==> src/tsg_pkg.sv <==
// Package for the tone sound generator: register map, fields, types
`default_nettype none
package tsg_pkg;
    // Register indices; the byte address is four times the index
    localparam logic [4:0] IDX_CTRL = 5'h00;
    localparam logic [4:0] IDX_ENV = 5'h01;
    localparam logic [4:0] IDX_PSH = 5'h02;
    localparam logic [4:0] IDX_PSL = 5'h03;
    localparam logic [4:0] IDX_TONEH = 5'h04;
    localparam logic [4:0] IDX_TONEL = 5'h05;
    localparam logic [4:0] IDX_AMPH = 5'h06;
    localparam logic [4:0] IDX_AMPL = 5'h07;
    localparam logic [4:0] IDX_STEPH = 5'h08;
    localparam logic [4:0] IDX_STEPL = 5'h09;
    localparam logic [4:0] IDX_THRH = 5'h0A;
    localparam logic [4:0] IDX_THRL = 5'h0B;
    localparam logic [4:0] IDX_DUR = 5'h0C;
    localparam logic [4:0] IDX_NEXT = 5'h0E;
    localparam logic [4:0] IDX_WAMPH = 5'h10;
    localparam logic [4:0] IDX_WAMPL = 5'h11;
    localparam logic [4:0] IDX_DCNT = 5'h12;
    // Control and envelope field positions
    localparam int BIT_ENABLE = 7;
    localparam int BIT_MIX = 2;
    localparam int BIT_READY = 1;
    localparam int BIT_HALT = 0;
    localparam int BIT_ENV_EN = 7;
    localparam int BIT_SHAPE_LO = 1;
    localparam int BIT_ENV_DIR = 0;
    localparam int BIT_NEXT = 0;
    // Envelope shapes
    localparam logic [1:0] SHAPE_LINEAR = 2'h0;
    localparam logic [1:0] SHAPE_GONG = 2'h1;
    localparam logic [1:0] SHAPE_EXP = 2'h2;
    localparam logic [10:0] AMP_MAX = 11'h7FF;
    // Values after reset
    localparam logic CTRL_RESET = 1'b0;
    localparam logic [31:0] RDATA_RESET = 32'h0000_0000;
    // Generator states
    typedef enum logic [1:0] {
        ST_IDLE = 2'b01,
        ST_RUN = 2'b10
    } gen_state_e;
    // Avalon-MM request from the master
    typedef struct packed {
        logic read;
        logic write;
        logic [4:0] address;
        logic [3:0] byteenable;
        logic [31:0] writedata;
    } av_req_s;
    // Sound configuration, programmed and buffered copies
    typedef struct packed {
        logic env_en;
        logic [1:0] env_shape;
        logic env_dir;
        logic [10:0] ps;
        logic [9:0] tone;
        logic [10:0] amp;
        logic [10:0] step;
        logic [10:0] thr;
        logic [7:0] dur;
    } cfg_s;
    localparam cfg_s CFG_RESET = '0;
endpackage : tsg_pkg
`default_nettype wire

==> src/tone_sound_generator_config.sv <==
// Tone sound generator: Avalon-MM registers, prescaler, tone, PWM, envelope
//
// Contract
// - Enable low resets all counters and stops clocking the generator.
// - Mixing bit 0 gives tone gated by amplitude PWM, 1 gives tone only.
// - Data-ready bit shows programmed values may be copied into buffers.
// - Any configuration register write clears the data-ready bit.
// - Reload event with data-ready clear stops generation instead of reloading.
// - Halt bit at 1 stops generation at once, without waiting for edges.
// - Envelope enable bit switches automatic attack or decay on.
// - Shape field selects linear, gong or exponential; code three is reserved.
// - Direction bit 0 rises amplitude, 1 lowers it.
// - Prescaler divides clock by value plus one to step tone counter.
// - PWM period equals prescaler value plus one clocks.
// - Tone toggles every tone value plus one prescaler ticks.
// - PWM high time equals working amplitude clocks per period.
// - Amplitude at or above period length gives full duty.
// - Gong attack from zero amplitude stays zero forever.
// - Buffers reload synchronously at a tone edge.
// - Duration lasts value plus one tone cycles, then reloads or stops, or steps the envelope while its threshold is not reached.
// - Reload copies amplitude into working copy; envelope changes only that.
// - Next-data flag sets on load or stop; write one clears it.
`timescale 1ns/100ps
`default_nettype none
module tone_sound_generator_config (
    // Clock and reset
    input wire logic CLK_I,
    input wire logic RST_B_I,
    // Avalon-MM slave
    input wire tsg_pkg::av_req_s AV_REQ_I,
    output logic [31:0] AV_READDATA_O,
    output logic AV_WAITREQUEST_O,
    // Sound outputs
    output logic TONE_O,
    output logic AMP_O
);
    import tsg_pkg::*;

    logic wait_q;
    logic [31:0] rdata_q;
    logic enable_q;
    logic mix_q;
    logic data_ready_q;
    logic halt_q;
    logic next_flag_q;
    cfg_s prog_q;
    cfg_s buf_q;
    logic [10:0] work_amp_q;
    logic [10:0] pre_cnt_q;
    logic [9:0] tone_cnt_q;
    logic [7:0] dur_cnt_q;
    logic tone_q;
    gen_state_e state_q;
    logic tone_o_q;
    logic amp_o_q;
    logic [7:0] rd_byte;

    // Bus decode
    logic acc;
    logic wr;
    logic cfg_wr;
    logic [7:0] wbyte;
    assign acc = (AV_REQ_I.read || AV_REQ_I.write) && !wait_q;
    assign wr = acc && AV_REQ_I.write && AV_REQ_I.byteenable[0];
    assign wbyte = AV_REQ_I.writedata[7:0];
    assign cfg_wr = wr && (AV_REQ_I.address >= IDX_ENV) && (AV_REQ_I.address <= IDX_DUR);

    // Generator timing
    logic run;
    logic pre_tick;
    logic tone_edge;
    logic cycle_end;
    logic dur_end;
    logic thr_hit;
    logic reload_evt;
    logic start;
    logic load_evt;
    logic stop_evt;
    logic pwm_hi;

    assign run = (state_q == ST_RUN) && enable_q && !halt_q;
    assign pre_tick = run && (pre_cnt_q == buf_q.ps);
    assign tone_edge = pre_tick && (tone_cnt_q == buf_q.tone);
    assign cycle_end = tone_edge && tone_q;
    assign dur_end = cycle_end && (dur_cnt_q == buf_q.dur);
    assign thr_hit = buf_q.env_dir ? (work_amp_q <= buf_q.thr) : (work_amp_q >= buf_q.thr);
    // reload only at a tone edge
    assign reload_evt = dur_end && (!buf_q.env_en || thr_hit);
    assign start = (state_q == ST_IDLE) && enable_q && !halt_q && data_ready_q;
    assign load_evt = start || (reload_evt && data_ready_q);
    assign stop_evt = reload_evt && !data_ready_q;
    // high for amplitude clocks; full duty falls out of the compare
    assign pwm_hi = pre_cnt_q < work_amp_q;

    // Next working amplitude for one envelope step
    function automatic logic [10:0] env_step(input cfg_s c, input logic [10:0] a);
        logic [11:0] s;
        logic [10:0] room;
        s = {1'b0, a};
        room = AMP_MAX - a;
        unique case (c.env_shape)
            SHAPE_LINEAR: begin
                if (c.env_dir) begin
                    s = (a > c.step) ? ({1'b0, a} - {1'b0, c.step}) : 12'h000;
                end else begin
                    s = {1'b0, a} + {1'b0, c.step};
                end
            end
            // half-step growth keeps zero at zero
            SHAPE_GONG: begin
                if (c.env_dir) begin
                    s = {1'b0, a - {1'b0, a[10:1]}};
                end else begin
                    s = {1'b0, a} + {2'b00, a[10:1]};
                end
            end
            SHAPE_EXP: begin
                if (c.env_dir) begin
                    s = {1'b0, a - {2'b00, a[10:2]}};
                end else begin
                    s = {1'b0, a} + {3'b000, room[10:2]};
                end
            end
            // Reserved code holds the amplitude
            default: begin
                s = {1'b0, a};
            end
        endcase
        return (s > {1'b0, AMP_MAX}) ? AMP_MAX : s[10:0];
    endfunction : env_step

    // Avalon handshake: one wait cycle, then one cycle with waitrequest low
    always_ff @(posedge CLK_I or negedge RST_B_I) begin
        if (!RST_B_I) begin
            wait_q <= 1'b1;
        end else if ((AV_REQ_I.read || AV_REQ_I.write) && wait_q) begin
            wait_q <= 1'b0;
        end else begin
            wait_q <= 1'b1;
        end
    end

    // Read mux; unmapped and reserved locations read zero
    always_comb begin
        rd_byte = 8'h00;
        unique case (AV_REQ_I.address)
            IDX_CTRL: rd_byte = {enable_q, 4'h0, mix_q, data_ready_q, halt_q};
            IDX_ENV: rd_byte = {prog_q.env_en, 4'h0, prog_q.env_shape, prog_q.env_dir};
            IDX_PSH: rd_byte = {5'h00, prog_q.ps[10:8]};
            IDX_PSL: rd_byte = prog_q.ps[7:0];
            IDX_TONEH: rd_byte = {6'h00, prog_q.tone[9:8]};
            IDX_TONEL: rd_byte = prog_q.tone[7:0];
            IDX_AMPH: rd_byte = {5'h00, prog_q.amp[10:8]};
            IDX_AMPL: rd_byte = prog_q.amp[7:0];
            IDX_STEPH: rd_byte = {5'h00, prog_q.step[10:8]};
            IDX_STEPL: rd_byte = prog_q.step[7:0];
            IDX_THRH: rd_byte = {5'h00, prog_q.thr[10:8]};
            IDX_THRL: rd_byte = prog_q.thr[7:0];
            IDX_DUR: rd_byte = prog_q.dur;
            IDX_NEXT: rd_byte = {7'h00, next_flag_q};
            IDX_WAMPH: rd_byte = {5'h00, work_amp_q[10:8]};
            IDX_WAMPL: rd_byte = work_amp_q[7:0];
            IDX_DCNT: rd_byte = dur_cnt_q;
            default: rd_byte = 8'h00;
        endcase
    end

    always_ff @(posedge CLK_I or negedge RST_B_I) begin
        if (!RST_B_I) begin
            rdata_q <= RDATA_RESET;
        end else if ((AV_REQ_I.read || AV_REQ_I.write) && wait_q) begin
            rdata_q <= {24'h00_0000, rd_byte};
        end
    end

    // Control register
    always_ff @(posedge CLK_I or negedge RST_B_I) begin
        if (!RST_B_I) begin
            enable_q <= CTRL_RESET;
            mix_q <= CTRL_RESET;
            halt_q <= CTRL_RESET;
        end else if (wr && AV_REQ_I.address == IDX_CTRL) begin
            enable_q <= wbyte[BIT_ENABLE];
            mix_q <= wbyte[BIT_MIX];
            halt_q <= wbyte[BIT_HALT];
        end
    end

    always_ff @(posedge CLK_I or negedge RST_B_I) begin
        if (!RST_B_I) begin
            data_ready_q <= CTRL_RESET;
        end else if (cfg_wr) begin
            data_ready_q <= 1'b0;
        // software marks the next sound ready
        end else if (wr && AV_REQ_I.address == IDX_CTRL) begin
            data_ready_q <= wbyte[BIT_READY];
        end
    end

    // Programmed configuration
    always_ff @(posedge CLK_I or negedge RST_B_I) begin
        if (!RST_B_I) begin
            prog_q <= CFG_RESET;
        end else if (wr) begin
            unique case (AV_REQ_I.address)
                IDX_ENV: begin
                    prog_q.env_en <= wbyte[BIT_ENV_EN];
                    prog_q.env_shape <= wbyte[BIT_SHAPE_LO +: 2];
                    prog_q.env_dir <= wbyte[BIT_ENV_DIR];
                end
                IDX_PSH: prog_q.ps[10:8] <= wbyte[2:0];
                IDX_PSL: prog_q.ps[7:0] <= wbyte;
                IDX_TONEH: prog_q.tone[9:8] <= wbyte[1:0];
                IDX_TONEL: prog_q.tone[7:0] <= wbyte;
                IDX_AMPH: prog_q.amp[10:8] <= wbyte[2:0];
                IDX_AMPL: prog_q.amp[7:0] <= wbyte;
                IDX_STEPH: prog_q.step[10:8] <= wbyte[2:0];
                IDX_STEPL: prog_q.step[7:0] <= wbyte;
                IDX_THRH: prog_q.thr[10:8] <= wbyte[2:0];
                IDX_THRL: prog_q.thr[7:0] <= wbyte;
                IDX_DUR: prog_q.dur <= wbyte;
                default: prog_q <= prog_q;
            endcase
        end
    end

    // hardware set wins over a same-cycle clear
    always_ff @(posedge CLK_I or negedge RST_B_I) begin
        if (!RST_B_I) begin
            next_flag_q <= CTRL_RESET;
        end else if (load_evt || stop_evt) begin
            next_flag_q <= 1'b1;
        end else if (wr && AV_REQ_I.address == IDX_NEXT && wbyte[BIT_NEXT]) begin
            next_flag_q <= 1'b0;
        end
    end

    // Generator state
    always_ff @(posedge CLK_I or negedge RST_B_I) begin
        if (!RST_B_I) begin
            state_q <= ST_IDLE;
        // disable and halt act at once
        end else if (!enable_q || halt_q) begin
            state_q <= ST_IDLE;
        end else begin
            unique case (state_q)
                ST_IDLE: if (start) state_q <= ST_RUN;
                ST_RUN: if (stop_evt) state_q <= ST_IDLE;
            endcase
        end
    end

    always_ff @(posedge CLK_I or negedge RST_B_I) begin
        if (!RST_B_I) begin
            buf_q <= CFG_RESET;
        end else if (load_evt) begin
            buf_q <= prog_q;
        end
    end

    // working amplitude; envelope never touches the programmed value
    always_ff @(posedge CLK_I or negedge RST_B_I) begin
        if (!RST_B_I) begin
            work_amp_q <= 11'h000;
        end else if (load_evt) begin
            work_amp_q <= prog_q.amp;
        end else if (dur_end && buf_q.env_en && !thr_hit) begin
            work_amp_q <= env_step(buf_q, work_amp_q);
        end
    end

    // counters held at zero whenever not running
    always_ff @(posedge CLK_I or negedge RST_B_I) begin
        if (!RST_B_I) begin
            pre_cnt_q <= 11'h000;
        end else if (!run || pre_tick) begin
            pre_cnt_q <= 11'h000;
        end else begin
            pre_cnt_q <= pre_cnt_q + 11'h001;
        end
    end

    always_ff @(posedge CLK_I or negedge RST_B_I) begin
        if (!RST_B_I) begin
            tone_cnt_q <= 10'h000;
            tone_q <= 1'b0;
        end else if (!run) begin
            tone_cnt_q <= 10'h000;
            tone_q <= 1'b0;
        end else if (tone_edge) begin
            tone_cnt_q <= 10'h000;
            tone_q <= !tone_q;
        end else if (pre_tick) begin
            tone_cnt_q <= tone_cnt_q + 10'h001;
        end
    end

    // duration counter counts whole tone cycles
    always_ff @(posedge CLK_I or negedge RST_B_I) begin
        if (!RST_B_I) begin
            dur_cnt_q <= 8'h00;
        end else if (!run || dur_end) begin
            dur_cnt_q <= 8'h00;
        end else if (cycle_end) begin
            dur_cnt_q <= dur_cnt_q + 8'h01;
        end
    end

    // Outputs registered so the pins never glitch on a mux change
    always_ff @(posedge CLK_I or negedge RST_B_I) begin
        if (!RST_B_I) begin
            tone_o_q <= 1'b0;
            amp_o_q <= 1'b0;
        end else begin
            tone_o_q <= run && tone_q && (mix_q || pwm_hi);
            amp_o_q <= run && pwm_hi;
        end
    end

    assign AV_WAITREQUEST_O = wait_q;
    assign AV_READDATA_O = rdata_q;
    assign TONE_O = tone_o_q;
    assign AMP_O = amp_o_q;
endmodule : tone_sound_generator_config
`default_nettype wire

==> config.mk <==
export PLATFORM = sky130hd
export DESIGN_NAME = tone_sound_generator_config
export DESIGN_NICKNAME = d
export VERILOG_FILES = /design/src/tsg_pkg.sv /design/src/tone_sound_generator_config.sv
export SDC_FILE = /design/constraint.sdc
export NUM_CORES = 1
export LEC_CHECK = 0
export ABC_CLOCK_PERIOD_IN_PS = 2700
export BUFFER_PORTS_ARGS = -buffer_cell sky130_fd_sc_hd__buf_2
export CORE_MARGIN = 2
export CORE_UTILIZATION = 30
export CTS_CLUSTER_DIAMETER = 40
export DETAILED_ROUTE_END_ITERATION = 6
export GPL_ROUTABILITY_DRIVEN = 1
export REMOVE_ABC_BUFFERS = 1
export SYNTH_ARGS = -nofsm -noshare
export SYNTH_HDL_FRONTEND = slang
export SYNTH_SLANG_ARGS = --single-unit
==> constraint.sdc <==
create_clock -name CLK_I -period 2.7 [get_ports CLK_I]
set_clock_uncertainty 0.05 [all_clocks]
set_input_delay 0.405 -clock CLK_I [delete_from_list [all_inputs] [get_ports CLK_I]]
set_output_delay 0.405 -clock CLK_I [all_outputs]
set_load 0.01 [all_outputs]
Yosys cells after proc, flatten, opt, wreduce, memory -nomap -nowiden:

Cells that the tools add are included.

* $add $sub $neg: 10
* $lt $le $gt $ge: 7
* equality and inequality tests: 27
* multiplexer cells: 29
* reduce and logical (&&, ||, !) cells: 61

Operators by type and width (count)
* one-hot mux 8 bit (17 select lines): 1
* 2-to-1 mux 12 bit: 6
* 2-to-1 mux 11 bit: 4
* one-hot mux 12 bit (3 select lines): 1
* equality test 5 x 4 -> 1 bit (second input constant): 6
* 2-to-1 mux 10 bit: 3
* logical AND 1 bit: 26
* AND reduction 2 bit: 13
* equality test 5 x 3 -> 1 bit (second input constant): 4
* 2-to-1 mux 8 bit: 2
* equality test 5 bit (second input constant): 3
* adder 11 x 10 -> 12 bit: 1
* adder 11 x 11 -> 12 bit: 1
* adder 11 x 9 -> 12 bit: 1
* > comparator 12 x 11 -> 1 bit (second input constant): 1
* subtractor 11 x 11 -> 12 bit: 1
* adder 11 x 1 -> 11 bit (second input constant): 1
* equality test 11 bit: 1
* greater-or-equal comparator 11 bit: 1
* > comparator 11 bit: 1
* <= comparator 11 bit: 1
* < comparator 11 bit: 1
* subtractor 11 x 10 -> 11 bit: 1
* subtractor 11 bit (first input constant): 1
* 22 further kinds: 52

* register bits: 180
* word-level logic and storage cells: 171

Depth between registers and ports, before layout:

Gate-level depths: netlist of the first run.

* word-level depth: 15
* depth in mapped cells: 12
* depth with buffers taken out: 12

Worst setup path before layout of the first run:

Ideal clock, no wire load.

* path type: register to register
* from: register work_amp_q[1]
* to: register work_amp_q[4]
* setup time: 67 ps
* arrival time: 2792 ps
* required time: 2583 ps
* slack: -209 ps
* stages on the path, launching flop included: 11
* period minus slack after synthesis: 2909 ps
* cells stage by stage: dfrtp_1 > inv_1 > fa_1 > nand2b_1 > a211oi_1 > o21ai_1 > a211o_1 > o221a_2 > o221ai_1 > o221ai_1 > nand2_1

* word-level cells in the longest chain between the ends: 10
* elaborated cells on any way between the ends: 29
* classes of those cells: add/sub (7); order compare (4); mux (11); reduce/logical (7)

Ends and longest elaborated chain
* start: declaration: RTL line tone_sound_generator_config.sv:48 `logic [10:0] work_amp_q;`
* start signal: assignment: RTL line tone_sound_generator_config.sv:266 `work_amp_q <= prog_q.amp;`
* start signal: assignment: RTL line tone_sound_generator_config.sv:268 `work_amp_q <= env_step(buf_q, work_amp_q);`
* subtractor 11 bit (tied with other cells): RTL line tone_sound_generator_config.sv:100 `room = AMP_MAX - a;`
* adder 11 x 9 -> 12 bit / 2-to-1 mux 12 bit (equally long branches): RTL line tone_sound_generator_config.sv:121, tone_sound_generator_config.sv:104
* 2-to-1 mux 12 bit (on tied branches): RTL line tone_sound_generator_config.sv:118, tone_sound_generator_config.sv:103
* one-hot mux 12 bit (3 select lines): RTL line tone_sound_generator_config.sv:101 `unique case (c.env_shape)`
* 2-to-1 mux 12 bit: RTL line tone_sound_generator_config.sv:267 `end else if (dur_end && buf_q.env_en && !thr_hit) begin`
* 2-to-1 mux 12 bit: RTL line tone_sound_generator_config.sv:265 `end else if (load_evt) begin`
* > comparator 12 x 11 -> 1 bit: RTL line tone_sound_generator_config.sv:129 `return (s > {1'b0, AMP_MAX}) ? AMP_MAX : s[10:0];`
* 2-to-1 mux 11 bit: RTL line tone_sound_generator_config.sv:129
* 2-to-1 mux 11 bit: RTL line tone_sound_generator_config.sv:267
* 2-to-1 mux 11 bit: RTL line tone_sound_generator_config.sv:265

Several ways; a longest one is shown, not always the timed one. The select of a mux whose other input is x is not followed.
A chain may end at the register's enable or synchronous reset.

Final worst setup path of the first run:

* from: register work_amp_q[0]
* to: register work_amp_q[9]

The elaborated chain is that of the path after synthesis.

==> results of run 1 <==
-- what timing repair did --
item                                   4_1_cts  5_1_grt
hold buffers                                 1        0
pin swaps                                   47       32
buffers inserted                            23       18
setup endpoints to repair                   66       68
endpoints found under the hold margin       58        0
gates cloned                                 2        6
gates resized for setup                    138      132
-- layout make-up --
cell class	count	area (um2)
Fill cell	3663	22140
Multi-Input combinational cell	920	7779
Sequential cell	180	4513
Timing Repair Buffer	337	2848
Tap cell	518	648.1
Clock buffer	17	425.4
Inverter	53	198.9
Clock inverter	14	181.4
-- state kept, by name, indices dropped and copies added (netlist names), 2 cells and up --
name	count
AV_READDATA_O	8
prog_q	66
state_q	2
tone_cnt_q	10
dur_cnt_q	8
work_amp_q	11
buf_q	55
pre_cnt_q	11
-- routing by layer --
layer  part of all wire (%)  GRT usage [%]  vias up  routed length [um]
met5                      0              0        -                   0
met4                    2.5          4.718        0                 989
met3                    5.1          3.499       66                2033
met2                     48          31.47      334               19150
met1                     44          25.14     5350               17390
li1                       -              -     4994                   -
-- worst max-delay path: stages, from the launching register on --
cell	delay (ns)
dfrtp_1	0.42
inv_2	0.06
ha_2	0.19
fa_2	0.35
nand2b_4	0.17
a211oi_4	0.27
o21ai_2	0.12
buf_4	0.15
a211o_4	0.37
o211a_1	0.26
a21oi_4	0.16
a2111oi_4	0.08
o21ai_1	0.14
-- cell usage in the layout, fill, tap and decap left out, types with 19 or more instances in the layout --
| cell type | n |
|---|---|
| buf_4 | 263 |
| o21ai_2 | 19 |
| mux2_4 | 19 |
| o21ai_0 | 35 |
| nand4_1 | 20 |
| clkbuf_16 | 22 |
| buf_2 | 27 |
| ha_4 | 19 |
| nand3_1 | 31 |
| nor3_1 | 21 |
| conb_1 | 24 |
| buf_6 | 24 |
| a21oi_1 | 29 |
| ha_1 | 53 |
| inv_1 | 50 |
| nand2_1 | 73 |
| dfrtp_1 | 173 |
| mux2_2 | 78 |
| nor2_1 | 81 |
| a22oi_1 | 28 |
| xnor2_1 | 36 |
| xor2_1 | 29 |
-- through the flow --
stage / power, uW / util (%) / area [um2] / TNS [ns] / hold WS (ns)
3_5_place_dp: 3603 / 36.90 / 14300 / -16.49 / 0.3906
6_report: 6208 / 42.84 / 16590 / -6.291 / 0.08907
3_3_place_gp: 3594 / 36.90 / 14300 / -16.45 / 0.3946
5_1_grt: 6430 / 42.84 / 16590 / -10.59 / 0.08355
2_1_floorplan: 3232 / - / 11460 / -83.51 / 0.05941
4_1_cts: 6165 / 40.88 / 15830 / -4.369 / 0.08027
-- logic make-up after synthesis --
logic type / synth area share, %
compound gates: 18.27
xor+xnor: 4.830
other cells: 0.03182
fa+ha+maj: 9.193
simple gates: 14.21
buf+inv: 5.170
mux: 10.05
flops: 38.24
-- worst max-delay path by stage --
stage / cells after the start / end / slack (ns)
after CTS: 14 / work_amp_q[8] / -0.15
after floorplan: 9 / work_amp_q[10] / -1.65
after detailed placement: 13 / work_amp_q[6] / -0.51
after global placement: 13 / work_amp_q[6] / -0.48
final: 12 / work_amp_q[9] / -0.18
after global routing: 14 / work_amp_q[10] / -0.27
-- power by group --
part / internal, uW / switching, uW / total [uW] / leakage [uW]
sequential: 2800 / 119 / 2920 / 0.00247
clock: 1330 / 1200 / 2530 / 0.000296
combinational: 349 / 414 / 763 / 0.00490
==> impl_metrics.tcl, run 1 <==
set metrics [dict create \
    status "complete, but fails checks" \
    violations "setup timing" \
    hold_path_class "in -> reg" \
    htree_levels 4 \
    die_h_um 202.2 \
    cts_buffer_depth 2 \
    synth.cell_area_um2 11790 \
    num_rows 72 \
    die_w_um 202.2 \
    min_to "AV_WAITREQUEST_O" \
    grt_pass1_vias 10800 \
    dr.pass1.iters 6 \
    start_util_pct 30.43 \
    reg2reg_slack_ns -0.18 \
    yosys.area.top_type_share_pct 37.79 \
    synth_edf_count 0 \
    fmaxAchievable_ghz 0.3474 \
    io_pins 80 \
    area_growth_pct 40.79 \
    core_um2 38740 \
    synth_common_cells "178 x dfrtp_1, 97 x mux2_2, 88 x nand2_1" \
    cp_data_required_time_ns 3.00 \
    startpoint_type "register" \
    fp.dieArea_um2 40890 \
    drt_iter0_markers 750 \
    final.min_clock_period_ns 2.879 \
    numPortBuffers 28 \
    setup_viol 54 \
    place_inst 1964 \
    avgSynthCellArea_um2 9.765 \
    clk_pin_slew_ns 0.07 \
    vdd_drop_max_v 0.0003709 \
    arrival_ns 3.18 \
    place_ws_ns -0.5057 \
    post-route-period-util_pct 106.6 \
    grt_usage_pct 18.83 \
    drc 0 \
    drive_gt1_share_pct 40.96 \
    vias_per_cell 5.269 \
    p_per_area_nw_per_um2 374.1 \
    worst_slack_ns -0.1787 \
    async_reset_ff_share_pct 100.0 \
    netlist_instances 1207 \
    grt_pass1_wl_mm 60.51 \
    hold_path_startpoint "AV_REQ_I[42]" \
    clk-insertion-delay-late_ns 0.44 \
    clock_sinks 180 \
    dp_hpwl_mm 29.49 \
    fin_nets 1637 \
    timing.rr.end "work_amp_q[9]" \
    grt_overflow 0 \
    r2r_cells 12 \
    numCtsBuffers 17 \
    synth_seq_area_share_pct 38.24 \
    synth_most_common_cell "dfrtp_1" \
    clockRootBuffer "clkbuf_16" \
    reg2reg_from "work_amp_q[0]" \
    maxCapViolCount 0 \
    ys_warn_count 0 \
    wl_mm 39.56 \
    synth-seq-cells 180 \
    hold_depth 2 \
    synth_cell_types 79 \
    via_count 10740 \
    grt_max_degree 64 \
    rsz0062_at_grt "yes" \
    grt_antenna_before_repair 0 \
    worst_pin_slew_ns 0.7160 \
    wl_per_cell_um 19.40 \
    yosysTopAreaCell "dfrtp_1" \
    drt.antenna.violating_nets 0 \
    final_max_slew_viol_count 0 \
    cts_tree "done" \
    cp-end-kind "register" \
    crit_type "reg -> reg" \
    leakage_uw 0.007670 \
    relSlewSlack_pct 51.90 \
    stdcell_count 2039 \
    diodes 0 \
    critPathMaxFanout 6 \
    hold_viol_final 0 \
    cp-startpoint "work_amp_q[0]" \
    synth_area_leaders "dfrtp_1 38%, mux2_2 9.3%, ha_1 8.2%, o21ai_0 2.9%, nand2_1 2.8%" \
    ys.flop_type "dfrtp_1" \
    place.gp.congestion 0.9047 \
]
(Power assumes the default switching activity.)
==> run 2, diff against run 1 <==
--- a/config.mk
+++ b/config.mk
@@ -5,7 +5,7 @@
 export SDC_FILE = /design/constraint.sdc
 export NUM_CORES = 1
 export LEC_CHECK = 0
-export ABC_CLOCK_PERIOD_IN_PS = 2700
+export ABC_CLOCK_PERIOD_IN_PS = 3000
 export BUFFER_PORTS_ARGS = -buffer_cell sky130_fd_sc_hd__buf_2
 export CORE_MARGIN = 2
 export CORE_UTILIZATION = 30
@@ -13,6 +13,7 @@
 export DETAILED_ROUTE_END_ITERATION = 6
 export GPL_ROUTABILITY_DRIVEN = 1
 export REMOVE_ABC_BUFFERS = 1
+export SETUP_SLACK_MARGIN = 0.3
 export SYNTH_ARGS = -nofsm -noshare
 export SYNTH_HDL_FRONTEND = slang
 export SYNTH_SLANG_ARGS = --single-unit
==> constraint.sdc (replaced) <==
create_clock -name CLK_I -period 3 [get_ports CLK_I]
set_clock_uncertainty 0.05 [all_clocks]
set_input_delay 0.45 -clock CLK_I [delete_from_list [all_inputs] [get_ports CLK_I]]
set_output_delay 0.45 -clock CLK_I [all_outputs]
set_load 0.01 [all_outputs]
==> run 2 against run 1 <==
Net effect:
- the flow now finishes without violations
- sequential power decreased by 9.9%
- sequential share of layout area increased by 2.0 points
- clock power decreased by 17%
- critical path depth decreased by 1
- via count decreased by 2.4%
- global-route usage decreased by 0.43 points
- largest power group unchanged
- fmax about the same
==> impl_metrics.tcl, run 2 (synthesis gave the netlist of run 1 again) <==
set metrics [dict create \
    p_per_area_nw_per_um2 347.5 \
    critPathSlowestCell "dfrtp_2" \
    clk-insertion-delay-late_ns 0.43 \
    fin_nets 1533 \
    worst_pin_slew_ns 1.054 \
    hold_path_startpoint "AV_REQ_I[5]" \
    finalPower_uw 5383 \
    hold_depth 2 \
    timing.rr.end "work_amp_q[5]" \
    final_common_cell "buf_4" \
    grt_usage_pct 18.41 \
    fmaxAchievable_ghz 0.3472 \
    setup_viol 0 \
    cp_top_family "compound AO/OA/AOI/OAI gates" \
    leakage_uw 0.007017 \
    htree_levels 4 \
    fp.dieArea_um2 40890 \
    status "complete, no violations" \
    final.min_clock_period_ns 2.880 \
    via_count 10490 \
    numPortBuffers 28 \
    drt.antenna.violating_nets 0 \
    dr.pass1.iters 6 \
    core_um2 38740 \
    path_buf_inv 3 \
    grt_pass1_wl_mm 59.05 \
    largest_reg_flops 66 \
    wl_mm 38.60 \
    reg2reg_from "work_amp_q[6]" \
    vias_per_cell 5.417 \
    path_cells "buf_6, buf_8, ha_4, nand4_1, nor4_2, buf_4, a211oi_2, a221o_1, a221o_1, o221ai_2, nand2_1" \
    clk_pin_slew_ns 0.07 \
    drt_iter0_markers 780 \
    grt_antenna_before_repair 1 \
    wl_per_cell_um 19.94 \
    stdcell_count 1936 \
    dp_hpwl_mm 28.29 \
    slowest_delay_ns 0.47 \
    post-route-period-util_pct 96.01 \
    die_h_um 202.2 \
    critPathMaxFanout 4 \
    top_register "prog_q" \
    area_growth_pct 31.44 \
    grt_max_degree 68 \
    r2r_cells 11 \
    reg2reg_slack_ns 0.12 \
    vdd_drop_max_v 0.0004249 \
    cp_data_required_time_ns 3.27 \
    num_rows 72 \
    grt_overflow 0 \
    drc 0 \
    min_to "prog_q[46]" \
    relSlewSlack_pct 29.20 \
    clockRootBuffer "clkbuf_16" \
    cts_tree "done" \
    hold_viol_final 0 \
    place.gp.congestion 0.9333 \
    place_inst 1855 \
    grt_pass1_vias 10370 \
    maxCapViolCount 0 \
    top_regs "prog_q x66, buf_q x55" \
    arrival_ns 3.15 \
    hold_path_class "in -> reg" \
    final_cell_mix "171 x buf_4, 169 x dfrtp_1, 95 x mux2_2, 88 x nand2_1, 82 x nor2_1" \
    crit_type "reg -> reg" \
    final_max_slew_viol_count 0 \
    drive_gt1_share_pct 34.77 \
    diodes 0 \
    numCtsBuffers 17 \
    cp-end-kind "register" \
    die_w_um 202.2 \
    startpoint_type "register" \
    cts_buffer_depth 2 \
    rsz0062_at_grt "yes" \
    io_pins 80 \
    clock_sinks 180 \
    cpMostUsedCell "a221o_1" \
    start_util_pct 30.43 \
]
## run 2: cell count changes in the layout (fill, tap and decap cells not counted), moves of 5 or more
cell,delta
buf_4,-92
o21ai_0,+20
mux2_2,+17
mux2_4,-17
nand2_1,+15
o21ai_2,-15
nand2_2,-12
buf_12,-5
o21ai_1,-5
## run 2: routing by layer
layer	vias to the layer above	part of all wire, %	global-route usage [%]
met3	80	5.3	3.112
met2	360	47	29.48
met5	-	0	0
li1	4786	-	-
met1	5261	45	25.08
met4	0	3.1	6.491
## run 2: area by class of cell
class / instances / area [um2]
multi-input cells: 920 / 7602
clock inverters: 9 / 72.57
flip-flops and latches: 180 / 4518
fillers: 3787 / 23240
well taps: 518 / 648.1
repair buffers: 233 / 1957
clock buffers: 23 / 488.0
inverters: 53 / 206.4
## run 2: what timing repair did
action | CTS | global route
pin swaps | 44 | 43
buffers inserted | 22 | 20
endpoints found under the setup margin | 68 | 61
cloned | 1 | 5
gates resized for setup | 140 | 62
hold buffers | 1 | 0
hold endpoints to repair | 45 | 0
## run 2: worst max-delay path by stage
stage          depth (start not counted)  slack, ns           from             end
5_1_grt                               12       0.07  work_amp_q[2]   work_amp_q[5]
2_1_floorplan                          9      -1.35  work_amp_q[1]  work_amp_q[10]
4_1_cts                               11       0.17  work_amp_q[7]   work_amp_q[9]
6_report                              11       0.12  work_amp_q[6]   work_amp_q[5]
3_5_place_dp                          11      -0.25  work_amp_q[7]   work_amp_q[8]
3_3_place_gp                          12      -0.18  work_amp_q[2]   work_amp_q[6]
## run 2: report_power, final
part / internal (uW) / switching, uW / leakage, uW
logic: 287 / 359 / 0.00428
clock network: 1160 / 955 / 0.000270
registers: 2520 / 105 / 0.00247
## run 2: stage by stage
step	utilization [%]	cell area (um2)	setup TNS, ns	setup WS (ns)	hold slack, ns
floorplan	-	11460	-63.71	-1.349	0.1044
global placement	34.76	13460	-4.729	-0.1815	0.4376
detailed placement	34.76	13460	-3.150	-0.2509	0.4373
CTS	38.49	14910	0	0.1711	0.2925
global route	39.99	15490	0	0.07164	0.3019
finish	39.99	15490	0	0.1197	0.3012
